[config.mk]
export PLATFORM = sky130hd
export DESIGN_NAME = asp_uart
export DESIGN_NICKNAME = d
export VERILOG_FILES = /design/src/rtl/asp_pkg.sv /design/src/rtl/asp_uart.sv
export VERILOG_INCLUDE_DIRS = /design/src /design/src/rtl
export SDC_FILE = /design/constraint.sdc
export NUM_CORES = 1
export LEC_CHECK = 0
export BUFFER_PORTS_ARGS = -buffer_cell sky130_fd_sc_hd__clkbuf_2
export CAP_MARGIN = 10
export CORE_MARGIN = 2
export CORE_UTILIZATION = 40
export CTS_CLUSTER_DIAMETER = 120
export CTS_CLUSTER_SIZE = 12
export DETAILED_ROUTE_END_ITERATION = 6
export SETUP_SLACK_MARGIN = 0.02
export SYNTH_ARGS = -nofsm -noshare
export SYNTH_HDL_FRONTEND = slang
export SYNTH_SLANG_ARGS = --single-unit
[constraint.sdc]
create_clock -name clock -period 4.6 [get_ports clock]
set_input_delay 0.69 -clock clock [delete_from_list [all_inputs] [get_ports clock]]
set_output_delay 0.69 -clock clock [all_outputs]
set_load 0.02 [all_outputs]
[src/rtl/asp_defines.svh]
// constants of the asynchronous serial port
`ifndef ASP_DEFINES_SVH
`define ASP_DEFINES_SVH
`define ASP_ADDR_CTRL 2'h0
`define ASP_ADDR_BUF 2'h1
`define ASP_ADDR_BAUD 2'h2
`define ASP_CTRL_RX_DONE 0
`define ASP_CTRL_TX_DONE 1
`define ASP_CTRL_RX_NINTH 2
`define ASP_CTRL_TX_NINTH 3
`define ASP_CTRL_RX_EN 4
`define ASP_CTRL_FILTER 5
`define ASP_CTRL_MODE_LO 6
`define ASP_CTRL_MODE_HI 7
`define ASP_BAUD_DOUBLE 0
`define ASP_BAUD_TX_T2 1
`define ASP_BAUD_RX_T2 2
`define ASP_MODE_OFF 2'h0
`define ASP_MODE_FIXED 2'h2
`define ASP_CNT_LAST 4'hF
`define ASP_SMP_FIRST 4'h7
`define ASP_SMP_SECOND 4'h8
`define ASP_SMP_THIRD 4'h9
`define ASP_RSR_INIT 9'h1FF
`define ASP_TX_END_PAT 8'h01
`define ASP_ROLLS_10BIT 4'hA
`define ASP_ROLLS_11BIT 4'hB
`define ASP_BYTE_ZERO 8'h00
`endif

[src/rtl/asp_pkg.sv]
// types of the asynchronous serial port
package asp_pkg;
  typedef enum logic [1:0] {ASP_RX_IDLE, ASP_RX_BITS, ASP_RX_WAIT} asp_rx_e;
  typedef struct packed {
    logic [1:0] addr;
    logic [7:0] wdata;
    logic wr;
    logic rd;
  } asp_bus_s;
  typedef struct packed {
    logic [1:0] mode;
    logic multiprocessor_filter_bit;
    logic receive_enable;
    logic transmit_ninth_bit;
    logic received_ninth_bit;
    logic transmit_done_flag;
    logic receive_done_flag;
    logic rate_double_bit;
    logic transmit_clock_select;
    logic receive_clock_select;
    logic [7:0] serial_buffer;
    logic [8:0] tsr;
    logic tx_req;
    logic send;
    logic data_on;
    logic shifted;
    logic [3:0] tcnt;
    logic [3:0] rolls;
    logic [1:0] osc_cnt;
    logic t1_half;
    logic rxs1;
    logic rxs2;
    logic rxprev;
    asp_rx_e rstate;
    logic [3:0] rcnt;
    logic [8:0] rsr;
    logic [1:0] smp;
    logic txd;
    logic irq;
    logic [7:0] rdata;
  } asp_st_s;
endpackage : asp_pkg

[src/rtl/asp_uart.sv]
// asynchronous serial port, 10-bit and 11-bit frame modes
//
// Contract
// - 10-bit frame: zero start, eight data bits lsb first, one stop.
// - 10-bit mode: accepted stop bit goes to the received ninth bit.
// - transmit and receive may each take their own timer as rate source.
// - 10-bit mode: buffer write requests transmit, loads one marker at bit nine.
// - frame starts after the next divide-by-16 rollover, not at the write.
// - start bit first, data output one bit later, first shift one bit after that.
// - zeros fill from top; final shift, send drop and done flag at tenth rollover.
// - sample at 16x; on falling edge reset counter and load all ones.
// - each bit sampled at counter states 7, 8, 9, majority of three wins.
// - nonzero first bit aborts back to edge search, else start bit shifts in.
// - data enter at bottom; start bit at top means final shift then load.
// - 10-bit load only when done flag clear and filter off or stop one.
// - 11-bit frame: start, eight data lsb first, ninth bit, one stop.
// - 11-bit fixed rate is osc/32 or osc/64; variable uses timer 1 or 2.
// - fixed rate uses osc/64 when rate double is zero, osc/32 when one.
// - timer 1 source: rate is 2^double/32 times the timer 1 overflow rate.
// - timer 2 source: rate is timer 2 overflow rate divided by 16.
// - 11-bit mode: buffer write requests transmit, loads transmit ninth bit.
// - 11-bit: first shift inserts stop one, then zeros; done at eleventh rollover.
// - 11-bit load only when done flag clear and filter off or ninth bit one.
// - 11-bit: edge search resumes one bit time after the final shift.
// - 11-bit: received stop bit never affects buffer, ninth bit or flag.
// - interrupt request is done flags ORed; hardware never clears them.
// - software writes to the done flags act like hardware set or clear.
//
// The strobed register port and the placing of the registers are this design's own decisions.
`include "asp_defines.svh"
`timescale 1ns/1ps
`default_nettype none
module asp_uart (
  input wire logic clock,
  input wire logic rst_n,
  input wire asp_pkg::asp_bus_s bus,
  output logic [7:0] rdata,
  input wire logic rxd,
  input wire logic timer1_ovf,
  input wire logic timer2_ovf,
  output logic txd,
  output logic serial_irq
);
  import asp_pkg::*;

  asp_st_s st_r;
  asp_st_s st_nxt;
  logic ttick;
  logic rtick;
  logic tx_final;
  logic tx_begin;
  logic rx_start;
  logic rx_vote_pt;
  logic rx_vote;
  logic rx_load;
  logic rx_abort;

  // 16x tick for one direction
  function automatic logic asp_rate_tick(input logic [1:0] mode, input logic sel_t2, input logic dbl,
                                         input logic t1, input logic t1_half, input logic t2,
                                         input logic [1:0] osc);
    if (mode == `ASP_MODE_FIXED) begin
      asp_rate_tick = dbl ? osc[0] : &osc;
    end else if (sel_t2) begin
      asp_rate_tick = t2;
    end else begin
      asp_rate_tick = t1 && (dbl || t1_half);
    end
  endfunction : asp_rate_tick

  function automatic logic [7:0] asp_rev8(input logic [7:0] v);
    for (int i = 0; i < 8; i++) begin
      asp_rev8[i] = v[7 - i];
    end
  endfunction : asp_rev8

  always_comb begin
    st_nxt = st_r;
    tx_final = 1'b0;
    tx_begin = 1'b0;
    rx_start = 1'b0;
    rx_vote_pt = 1'b0;
    rx_load = 1'b0;
    rx_abort = 1'b0;
    rx_vote = 1'b0;
    st_nxt.rxs1 = rxd;
    st_nxt.rxs2 = st_r.rxs1;
    st_nxt.osc_cnt = st_r.osc_cnt + 2'h1;
    if (timer1_ovf) begin
      st_nxt.t1_half = ~st_r.t1_half;
    end
    // independent rate sources per direction, except in fixed mode where both use the oscillator tick
    ttick = asp_rate_tick(st_r.mode, st_r.transmit_clock_select, st_r.rate_double_bit,
                          timer1_ovf, st_r.t1_half, timer2_ovf, st_r.osc_cnt);
    rtick = asp_rate_tick(st_r.mode, st_r.receive_clock_select, st_r.rate_double_bit,
                          timer1_ovf, st_r.t1_half, timer2_ovf, st_r.osc_cnt);

    // register writes; hardware sets below take priority
    if (bus.wr) begin
      case (bus.addr)
        `ASP_ADDR_CTRL: begin
          st_nxt.mode = bus.wdata[`ASP_CTRL_MODE_HI:`ASP_CTRL_MODE_LO];
          st_nxt.multiprocessor_filter_bit = bus.wdata[`ASP_CTRL_FILTER];
          st_nxt.receive_enable = bus.wdata[`ASP_CTRL_RX_EN];
          st_nxt.transmit_ninth_bit = bus.wdata[`ASP_CTRL_TX_NINTH];
          st_nxt.received_ninth_bit = bus.wdata[`ASP_CTRL_RX_NINTH];
          st_nxt.transmit_done_flag = bus.wdata[`ASP_CTRL_TX_DONE];
          st_nxt.receive_done_flag = bus.wdata[`ASP_CTRL_RX_DONE];
        end
        `ASP_ADDR_BAUD: begin
          st_nxt.rate_double_bit = bus.wdata[`ASP_BAUD_DOUBLE];
          st_nxt.transmit_clock_select = bus.wdata[`ASP_BAUD_TX_T2];
          st_nxt.receive_clock_select = bus.wdata[`ASP_BAUD_RX_T2];
        end
        default: begin
        end
      endcase
    end

    // transmitter, own divide-by-16 counter
    if (ttick) begin
      st_nxt.tcnt = st_r.tcnt + 4'h1;
      if (st_r.tcnt == `ASP_CNT_LAST) begin
        st_nxt.rolls = st_r.rolls + 4'h1;
        if (st_r.send) begin
          if (!st_r.data_on) begin
            st_nxt.data_on = 1'b1;
          end else if (st_r.shifted && st_r.tsr[8:1] == `ASP_TX_END_PAT) begin
            st_nxt.tsr = {1'b0, st_r.tsr[8:1]};
            st_nxt.send = 1'b0;
            st_nxt.data_on = 1'b0;
            st_nxt.transmit_done_flag = 1'b1;
            tx_final = 1'b1;
          end else begin
            // 11-bit first shift brings in the stop bit
            st_nxt.tsr = {st_r.mode[1] && !st_r.shifted, st_r.tsr[8:1]};
            st_nxt.shifted = 1'b1;
          end
        end else if (st_r.tx_req) begin
          st_nxt.send = 1'b1;
          st_nxt.tx_req = 1'b0;
          st_nxt.data_on = 1'b0;
          st_nxt.shifted = 1'b0;
          tx_begin = 1'b1;
        end
      end
    end
    if (bus.wr && bus.addr == `ASP_ADDR_BUF && st_r.mode != `ASP_MODE_OFF) begin
      // ninth position: marker in 10-bit mode, programmed bit in 11-bit modes
      st_nxt.tsr = {st_r.mode[1] ? st_r.transmit_ninth_bit : 1'b1, bus.wdata};
      st_nxt.tx_req = 1'b1;
      st_nxt.rolls = 4'h0;
    end
    st_nxt.txd = st_nxt.send ? (st_nxt.data_on & st_nxt.tsr[0]) : 1'b1;

    // receiver, own divide-by-16 counter
    if (!st_r.receive_enable || st_r.mode == `ASP_MODE_OFF) begin
      st_nxt.rstate = ASP_RX_IDLE;
    end else if (rtick) begin
      st_nxt.rxprev = st_r.rxs2;
      st_nxt.rcnt = st_r.rcnt + 4'h1;
      if (st_r.rcnt == `ASP_SMP_FIRST) begin
        st_nxt.smp[0] = st_r.rxs2;
      end
      if (st_r.rcnt == `ASP_SMP_SECOND) begin
        st_nxt.smp[1] = st_r.rxs2;
      end
      rx_vote = (st_r.smp[0] & st_r.smp[1]) | (st_r.smp[0] & st_r.rxs2) | (st_r.smp[1] & st_r.rxs2);
      rx_vote_pt = (st_r.rcnt == `ASP_SMP_THIRD);
      case (st_r.rstate)
        ASP_RX_IDLE: begin
          if (st_r.rxprev && !st_r.rxs2) begin
            st_nxt.rstate = ASP_RX_BITS;
            st_nxt.rcnt = 4'h0;
            st_nxt.rsr = `ASP_RSR_INIT;
            rx_start = 1'b1;
          end
        end
        ASP_RX_BITS: begin
          if (rx_vote_pt) begin
            st_nxt.rsr = {st_r.rsr[7:0], rx_vote};
            if (st_r.rsr == `ASP_RSR_INIT && rx_vote) begin
              st_nxt.rstate = ASP_RX_IDLE;
              rx_abort = 1'b1;
            end else if (!st_r.rsr[8]) begin
              // last sampled bit: stop bit in 10-bit mode, ninth bit otherwise
              if (!st_r.receive_done_flag && (!st_r.multiprocessor_filter_bit || rx_vote)) begin
                st_nxt.received_ninth_bit = rx_vote;
                st_nxt.serial_buffer = asp_rev8(st_r.rsr[7:0]);
                st_nxt.receive_done_flag = 1'b1;
                rx_load = 1'b1;
              end
              st_nxt.rstate = st_r.mode[1] ? ASP_RX_WAIT : ASP_RX_IDLE;
            end
          end
        end
        ASP_RX_WAIT: begin
          // stop bit time of an 11-bit frame is ignored
          if (rx_vote_pt) begin
            st_nxt.rstate = ASP_RX_IDLE;
          end
        end
        default: begin
          st_nxt.rstate = ASP_RX_IDLE;
        end
      endcase
    end

    st_nxt.irq = st_nxt.receive_done_flag | st_nxt.transmit_done_flag;

    st_nxt.rdata = `ASP_BYTE_ZERO;
    if (bus.rd) begin
      case (bus.addr)
        `ASP_ADDR_CTRL: st_nxt.rdata = {st_r.mode, st_r.multiprocessor_filter_bit, st_r.receive_enable,
                                        st_r.transmit_ninth_bit, st_r.received_ninth_bit,
                                        st_r.transmit_done_flag, st_r.receive_done_flag};
        `ASP_ADDR_BUF: st_nxt.rdata = st_r.serial_buffer;
        `ASP_ADDR_BAUD: st_nxt.rdata = {5'h00, st_r.receive_clock_select, st_r.transmit_clock_select,
                                        st_r.rate_double_bit};
        default: st_nxt.rdata = `ASP_BYTE_ZERO;
      endcase
    end
  end

  always_ff @(posedge clock or negedge rst_n) begin
    if (!rst_n) begin
      st_r <= '0;
      st_r.rxs1 <= 1'b1;
      st_r.rxs2 <= 1'b1;
      st_r.rxprev <= 1'b1;
      st_r.txd <= 1'b1;
      st_r.rstate <= ASP_RX_IDLE;
    end else begin
      st_r <= st_nxt;
    end
  end

  assign txd = st_r.txd;
  assign serial_irq = st_r.irq;
  assign rdata = st_r.rdata;
endmodule : asp_uart
`default_nettype wire

After elaboration in Yosys (flattened, before gate mapping)

Index checks and enable logic that the tools add are counted.

Register bits after elaboration: 73
Bits of input ports: 17
Logic and storage cells: 168

Add/subtract/negate cells: 4
Eq/ne operators: 20
Mux-type cells: 61
Bitwise operators: 11
Reductions and logical operators: 40

Operator list:

| operator              | number |
|---|---|
| $mux W9               | 4 |
| $mux W1               | 33 |
| $pmux W8 S3           | 1 |
| $mux W21              | 1 |
| $pmux W9 S2           | 1 |
| $mux W17              | 1 |
| $reduce_bool A2 Y1    | 8 |
| $mux W15              | 1 |
| $reduce_and A5 Y1     | 3 |
| $mux W2               | 7 |
| $mux W13              | 1 |
| $add A4 B1 Y4 const B | 3 |
| $eq A4 B4 Y1 const B  | 3 |
| $mux W3               | 4 |
| $mux W4               | 3 |
| $mux W10              | 1 |
| $reduce_and A2 Y1     | 5 |
| $eq A9 B9 Y1 const B  | 1 |
| $ne A3 B3 Y1 const B  | 3 |
| $reduce_and A3 Y1     | 3 |
| $eq A8 B1 Y1 const B  | 1 |
| $logic_and A1 B1 Y1   | 8 |
| $mux W8               | 1 |
| $ne A2 B2 Y1 const B  | 4 |
| 16 further kinds      | 35 |

Logic depth before layout (Yosys ltp)

Word-level depth: 13
Depth in mapped cells: 8

Worst setup path after synthesis

OpenSTA, ideal clock, no wires.

Path type: register -> register
Start point: register st_r[31] in the netlist's numbering
End point: register st_r (netlist bit serial_irq)
Data arrival time: 2.070 ns
Required time: 4.471 ns
Setup slack: 2.402 ns
Cell stages (with the launch flop): 9
Clock period less this slack: 2.198 ns
Cell sequence: dfrtp_1 ha_1 mux2_4 and2_4 buf_6 o31ai_4 nor3_2 buf_6 a2111o_1

RTL lines:

| item                     | line            | text |
|---|---|---|
| start: declaration       | asp_uart.sv:46  | `asp_st_s st_r;` |
| start signal: assignment | asp_uart.sv:234 | `st_r <= st_nxt;` |

Final worst setup path

Start point: register st_r[26] in the netlist's numbering
End point: register st_r[54] in the netlist's numbering

Longest elaborated chain between the ends: 2

Ends and longest elaborated chain:

| item                        | line            | text |
|---|---|---|
| $eq A2 B1 Y1                | asp_uart.sv:170 | `case (st_r.rstate)` |
| $reduce_and A7 Y1 (no line) | --              |  |

No other way between the ends.
A chain may end at the register's enable or synchronous reset.

==> metrics.txt <==
# TYPE chip_impl_metric gauge
chip_impl_metric{name="synthesis.instances",unit=""} 298
chip_impl_metric{name="initial_core_util",unit=""} 0.408
chip_impl_metric{name="synthesis.area_per_instance",unit="um2"} 11.1
chip_impl_metric{name="min_path_cells",unit=""} 0
chip_impl_metric{name="grt_max_degree",unit=""} 38
chip_impl_metric{name="cell_area_placed",unit="um2"} 3470
chip_impl_metric{name="placedCellCount",unit=""} 416
chip_impl_metric{name="layout_worst_path_cycle_share",unit=""} 0.552
chip_impl_metric{name="wl_per_cell",unit="um"} 14.8
chip_impl_metric{name="worst_ir_drop_on_vdd",unit="mV"} 0.144
chip_impl_info{name="clock-root-buffer",value="clkbuf_8"} 1
chip_impl_metric{name="area_growth_from_synthesis_to_final_layout",unit="%"} 11.8
chip_impl_metric{name="drv_cap",unit=""} 0
chip_impl_metric{name="mappedNetlistArea",unit="um2"} 3300
chip_impl_metric{name="dp_slack",unit="ns"} 1.92
chip_impl_metric{name="cp_data_arrival_time",unit="ns"} 2.76
chip_impl_metric{name="setup_ws",unit="ns"} 2.06
chip_impl_info{name="crit_type",value="flip-flop to flip-flop"} 1
chip_impl_metric{name="grt.total_usage",unit=""} 0.161
chip_impl_metric{name="cts_made_buffers",unit=""} 9
chip_impl_info{name="grt_setup_unrepaired",value="no"} 1
chip_impl_metric{name="routability_congestion_estimate",unit=""} 0.800
chip_impl_metric{name="cp.required",unit="ns"} 4.82
chip_impl_metric{name="yosysUniqueCellTypes",unit=""} 55
chip_impl_metric{name="via_count_of_the_first_global_routing_pass",unit=""} 2194
chip_impl_metric{name="crit_path_max_fanout",unit=""} 13
chip_impl_metric{name="number_of_buffers_added_for_setup_after_cts",unit=""} 0
chip_impl_metric{name="timing_worst_slew_pin_value",unit="ns"} 1.06
chip_impl_info{name="grt_most_used_layer",value="met1"} 1
chip_impl_metric{name="die_h",unit="um"} 94.8
chip_impl_metric{name="clock-skew-final",unit="ns"} 0.0108
chip_impl_metric{name="placement_rows",unit=""} 33
chip_impl_metric{name="total_wire_length_after_detailed_routing",unit="mm"} 6.40
chip_impl_metric{name="first_pass_iters",unit=""} 4
chip_impl_metric{name="worst-r2r-setup-slack",unit="ns"} 2.06
chip_impl_info{name="worstSetupStartpointType",value="flip-flop"} 1
chip_impl_metric{name="hpwlAfterDp",unit="mm"} 4.55
chip_impl_metric{name="setup_viol_count_final",unit=""} 0
chip_impl_metric{name="synth_async_sr_flop_share",unit=""} 1.00
chip_impl_metric{name="finished_layout_cell_area",unit="um2"} 3690
chip_impl_metric{name="filler_cell_count",unit=""} 781
chip_impl_info{name="min_to",value="st_r[28]$_DFF_PN1_"} 1
chip_impl_metric{name="totalPowerFinal",unit="mW"} 1.87
chip_impl_metric{name="grt_use_met1",unit=""} 0.245
chip_impl_metric{name="synth_seq_area_share",unit=""} 0.525
chip_impl_metric{name="yosysWarningCount",unit=""} 0
chip_impl_info{name="outcome",value="finished clean"} 1
chip_impl_metric{name="cts.htree.levels",unit=""} 3
chip_impl_metric{name="drv_slew",unit=""} 0
chip_impl_metric{name="synth_edf_count",unit=""} 0
chip_impl_metric{name="tritoncts_num_sinks",unit=""} 69
chip_impl_metric{name="grtUsageMet2",unit=""} 0.227
chip_impl_metric{name="ys_ff_latch",unit=""} 69
chip_impl_metric{name="initial_antenna_violation_count",unit=""} 0
chip_impl_info{name="hp-start",value="st_nxt[28]$_DFF_PN1_"} 1
chip_impl_metric{name="period_needed",unit="ns"} 2.54
chip_impl_metric{name="power.density_cell_area",unit="nW/um2"} 506
chip_impl_metric{name="clkTransAtPathRegs",unit="ns"} 0.07
chip_impl_metric{name="insertedDiodeCount",unit=""} 0
chip_impl_metric{name="finish.net_count",unit=""} 344
chip_impl_metric{name="grt_first_pass_wirelength",unit="mm"} 11.0
chip_impl_metric{name="port_buffers",unit=""} 26
chip_impl_info{name="ys.flop_type",value="dfrtp_1"} 1
chip_impl_metric{name="cts-hold-fix-buffers",unit=""} 0
chip_impl_metric{name="overflow",unit=""} 0
chip_impl_metric{name="clockBufferDepth",unit=""} 2
chip_impl_info{name="r2r_start",value="st_r[26]$_DFFE_PN0P_"} 1
chip_impl_metric{name="timing.final.hold_violations",unit=""} 0
chip_impl_info{name="tritoncts",value="built"} 1
chip_impl_metric{name="synthesis.nets",unit=""} 320
chip_impl_info{name="hold_class",value="flip-flop to flip-flop"} 1
chip_impl_metric{name="detailroute.via_count",unit=""} 2266
chip_impl_metric{name="die_width",unit="um"} 94.8
chip_impl_metric{name="post_route_cells_drive_above_1_share",unit=""} 0.242
chip_impl_metric{name="postcts_resize_cnt",unit=""} 0
chip_impl_metric{name="routed_via_density",unit=""} 5.25
chip_impl_metric{name="postLayoutCoreUtil",unit=""} 0.456
chip_impl_info{name="crit_path_end_kind",value="flip-flop"} 1
chip_impl_metric{name="detailedRoute.firstIterationViolations",unit=""} 129
chip_impl_metric{name="finalHoldWorstSlack",unit="ns"} 0.360
chip_impl_metric{name="globalRouteMet3Util",unit=""} 0.0239
chip_impl_metric{name="maxSlewHeadroom",unit=""} 0.293
chip_impl_metric{name="finalNonFillerCells",unit=""} 432
chip_impl_info{name="regToRegEndpoint",value="st_r[54]$_DFFE_PN0P_"} 1
chip_impl_metric{name="fin_tns_setup",unit="ns"} 0
chip_impl_metric{name="clk-insertion-delay-late",unit="ns"} 0.35
chip_impl_metric{name="worst-r2r-cell-count",unit=""} 4
chip_impl_metric{name="core_area",unit="um2"} 8090
chip_impl_metric{name="die-area",unit="um2"} 8990
chip_impl_metric{name="detail-route-antenna-nets",unit=""} 0
chip_impl_metric{name="p_leak",unit="nW"} 1.69
chip_impl_metric{name="top_level_ports",unit=""} 27
chip_impl_metric{name="fmaxAchievable",unit="MHz"} 394
chip_impl_metric{name="detailed_route_drc_error_count",unit=""} 0
## state kept, by name, summed over array words and instances, names as in the netlist
name        count
serial_irq      1
rdata           8
st_nxt          1
txd             1
st_r           58
## layout by cell type, fill, tap and decap left out, types with 6 or more instances in the layout
cell type / instances
mux2i_1: 16
nand2_1: 36
nand3_1: 8
clkbuf_8: 9
clkbuf_2: 25
inv_1: 6
a21oi_1: 15
mux2_2: 22
o21ai_0: 25
dfrtp_1: 65
nor2_1: 17
## critical path, stage by stage (launching register included)
cell	delay, ns
dfrtp_1	0.43
nor2b_1	0.70
nand4b_1	0.21
nor3_2	0.67
mux2_2	0.41
## report_power, final
part / internal (mW) / switching (mW)
Clock: 0.302 / 0.234
Sequential: 0.767 / 0.146
Combinational: 0.197 / 0.221
## final cells by class
| cell class | count | area (um2) | area share |
|---|---|---|---|
| clock buffers | 9 | 124 | 0.0336 |
| clock inverters | 7 | 90.1 | 0.0244 |
| multi-input cells | 207 | 1440 | 0.389 |
| repair buffers | 29 | 153 | 0.0414 |
| flip-flops and latches | 69 | 1730 | 0.469 |
| well taps | 105 | 131 | 0.0356 |
| inverters | 6 | 22.5 | 0.00611 |
## worst max-delay path by stage
stage / endpoint / depth (start not counted) / slack (ns) / startpoint
5_1_grt: st_r[67]$_DFF_PN0_ / 4 / 1.79 / st_r[26]$_DFFE_PN0P_
3_5_place_dp: st_r[58]$_DFFE_PN0P_ / 6 / 1.92 / timer1_ovf
3_3_place_gp: st_r[59]$_DFFE_PN0P_ / 6 / 1.96 / timer1_ovf
6_report: st_r[54]$_DFFE_PN0P_ / 4 / 2.06 / st_r[26]$_DFFE_PN0P_
4_1_cts: st_r[58]$_DFFE_PN0P_ / 4 / 2.10 / st_r[26]$_DFFE_PN0P_
2_1_floorplan: serial_irq$_DFF_PN0_ / 8 / 2.40 / st_r[31]$_DFF_PN0_
## Yosys cell counts (2+ instances only)
cell | n | area share
mux2_2 | 22 | 0.075
nand2_1 | 36 | 0.041
and2_1 | 3 | 0.0057
buf_2 | 2 | 0.0030
nor3_1 | 2 | 0.0030
a21oi_1 | 15 | 0.023
nor2_1 | 17 | 0.019
xnor2_1 | 2 | 0.0053
nor3b_1 | 2 | 0.0046
nand3_1 | 8 | 0.012
nand4b_1 | 2 | 0.0053
nand2b_1 | 2 | 0.0038
nand4_1 | 2 | 0.0038
and3b_1 | 2 | 0.0053
mux2i_1 | 16 | 0.049
o21a_1 | 4 | 0.0091
buf_4 | 8 | 0.018
buf_6 | 2 | 0.0068
clkbuf_1 | 4 | 0.0046
nor2b_1 | 5 | 0.0095
a211o_1 | 3 | 0.0080
dfstp_2 | 4 | 0.032
o21ai_0 | 25 | 0.038
ha_1 | 5 | 0.019
dfrtp_1 | 65 | 0.49
a21o_1 | 2 | 0.0046
xor2_1 | 2 | 0.0053
a21boi_0 | 3 | 0.0068
nor3_2 | 2 | 0.0061
inv_1 | 6 | 0.0068
## metal layers
metal | wire (um) | part of all wire | vias to the layer above
li1 | - | - | 1103
met1 | 3320 | 0.52 | 1115
met2 | 2740 | 0.43 | 39
met3 | 249 | 0.039 | 9
met4 | 89 | 0.014 | 0
met5 | 0 | 0 | -
## cells by family after synthesis
kind of cell	after synthesis	share of synthesized area
fa+ha+maj	6	0.0220
mux	39	0.128
simple gates	91	0.139
buf+inv	22	0.0395
flops	69	0.525
xor+xnor	4	0.0106
compound gates	67	0.135
No activity file was read; power rests on OpenSTA's default activity.
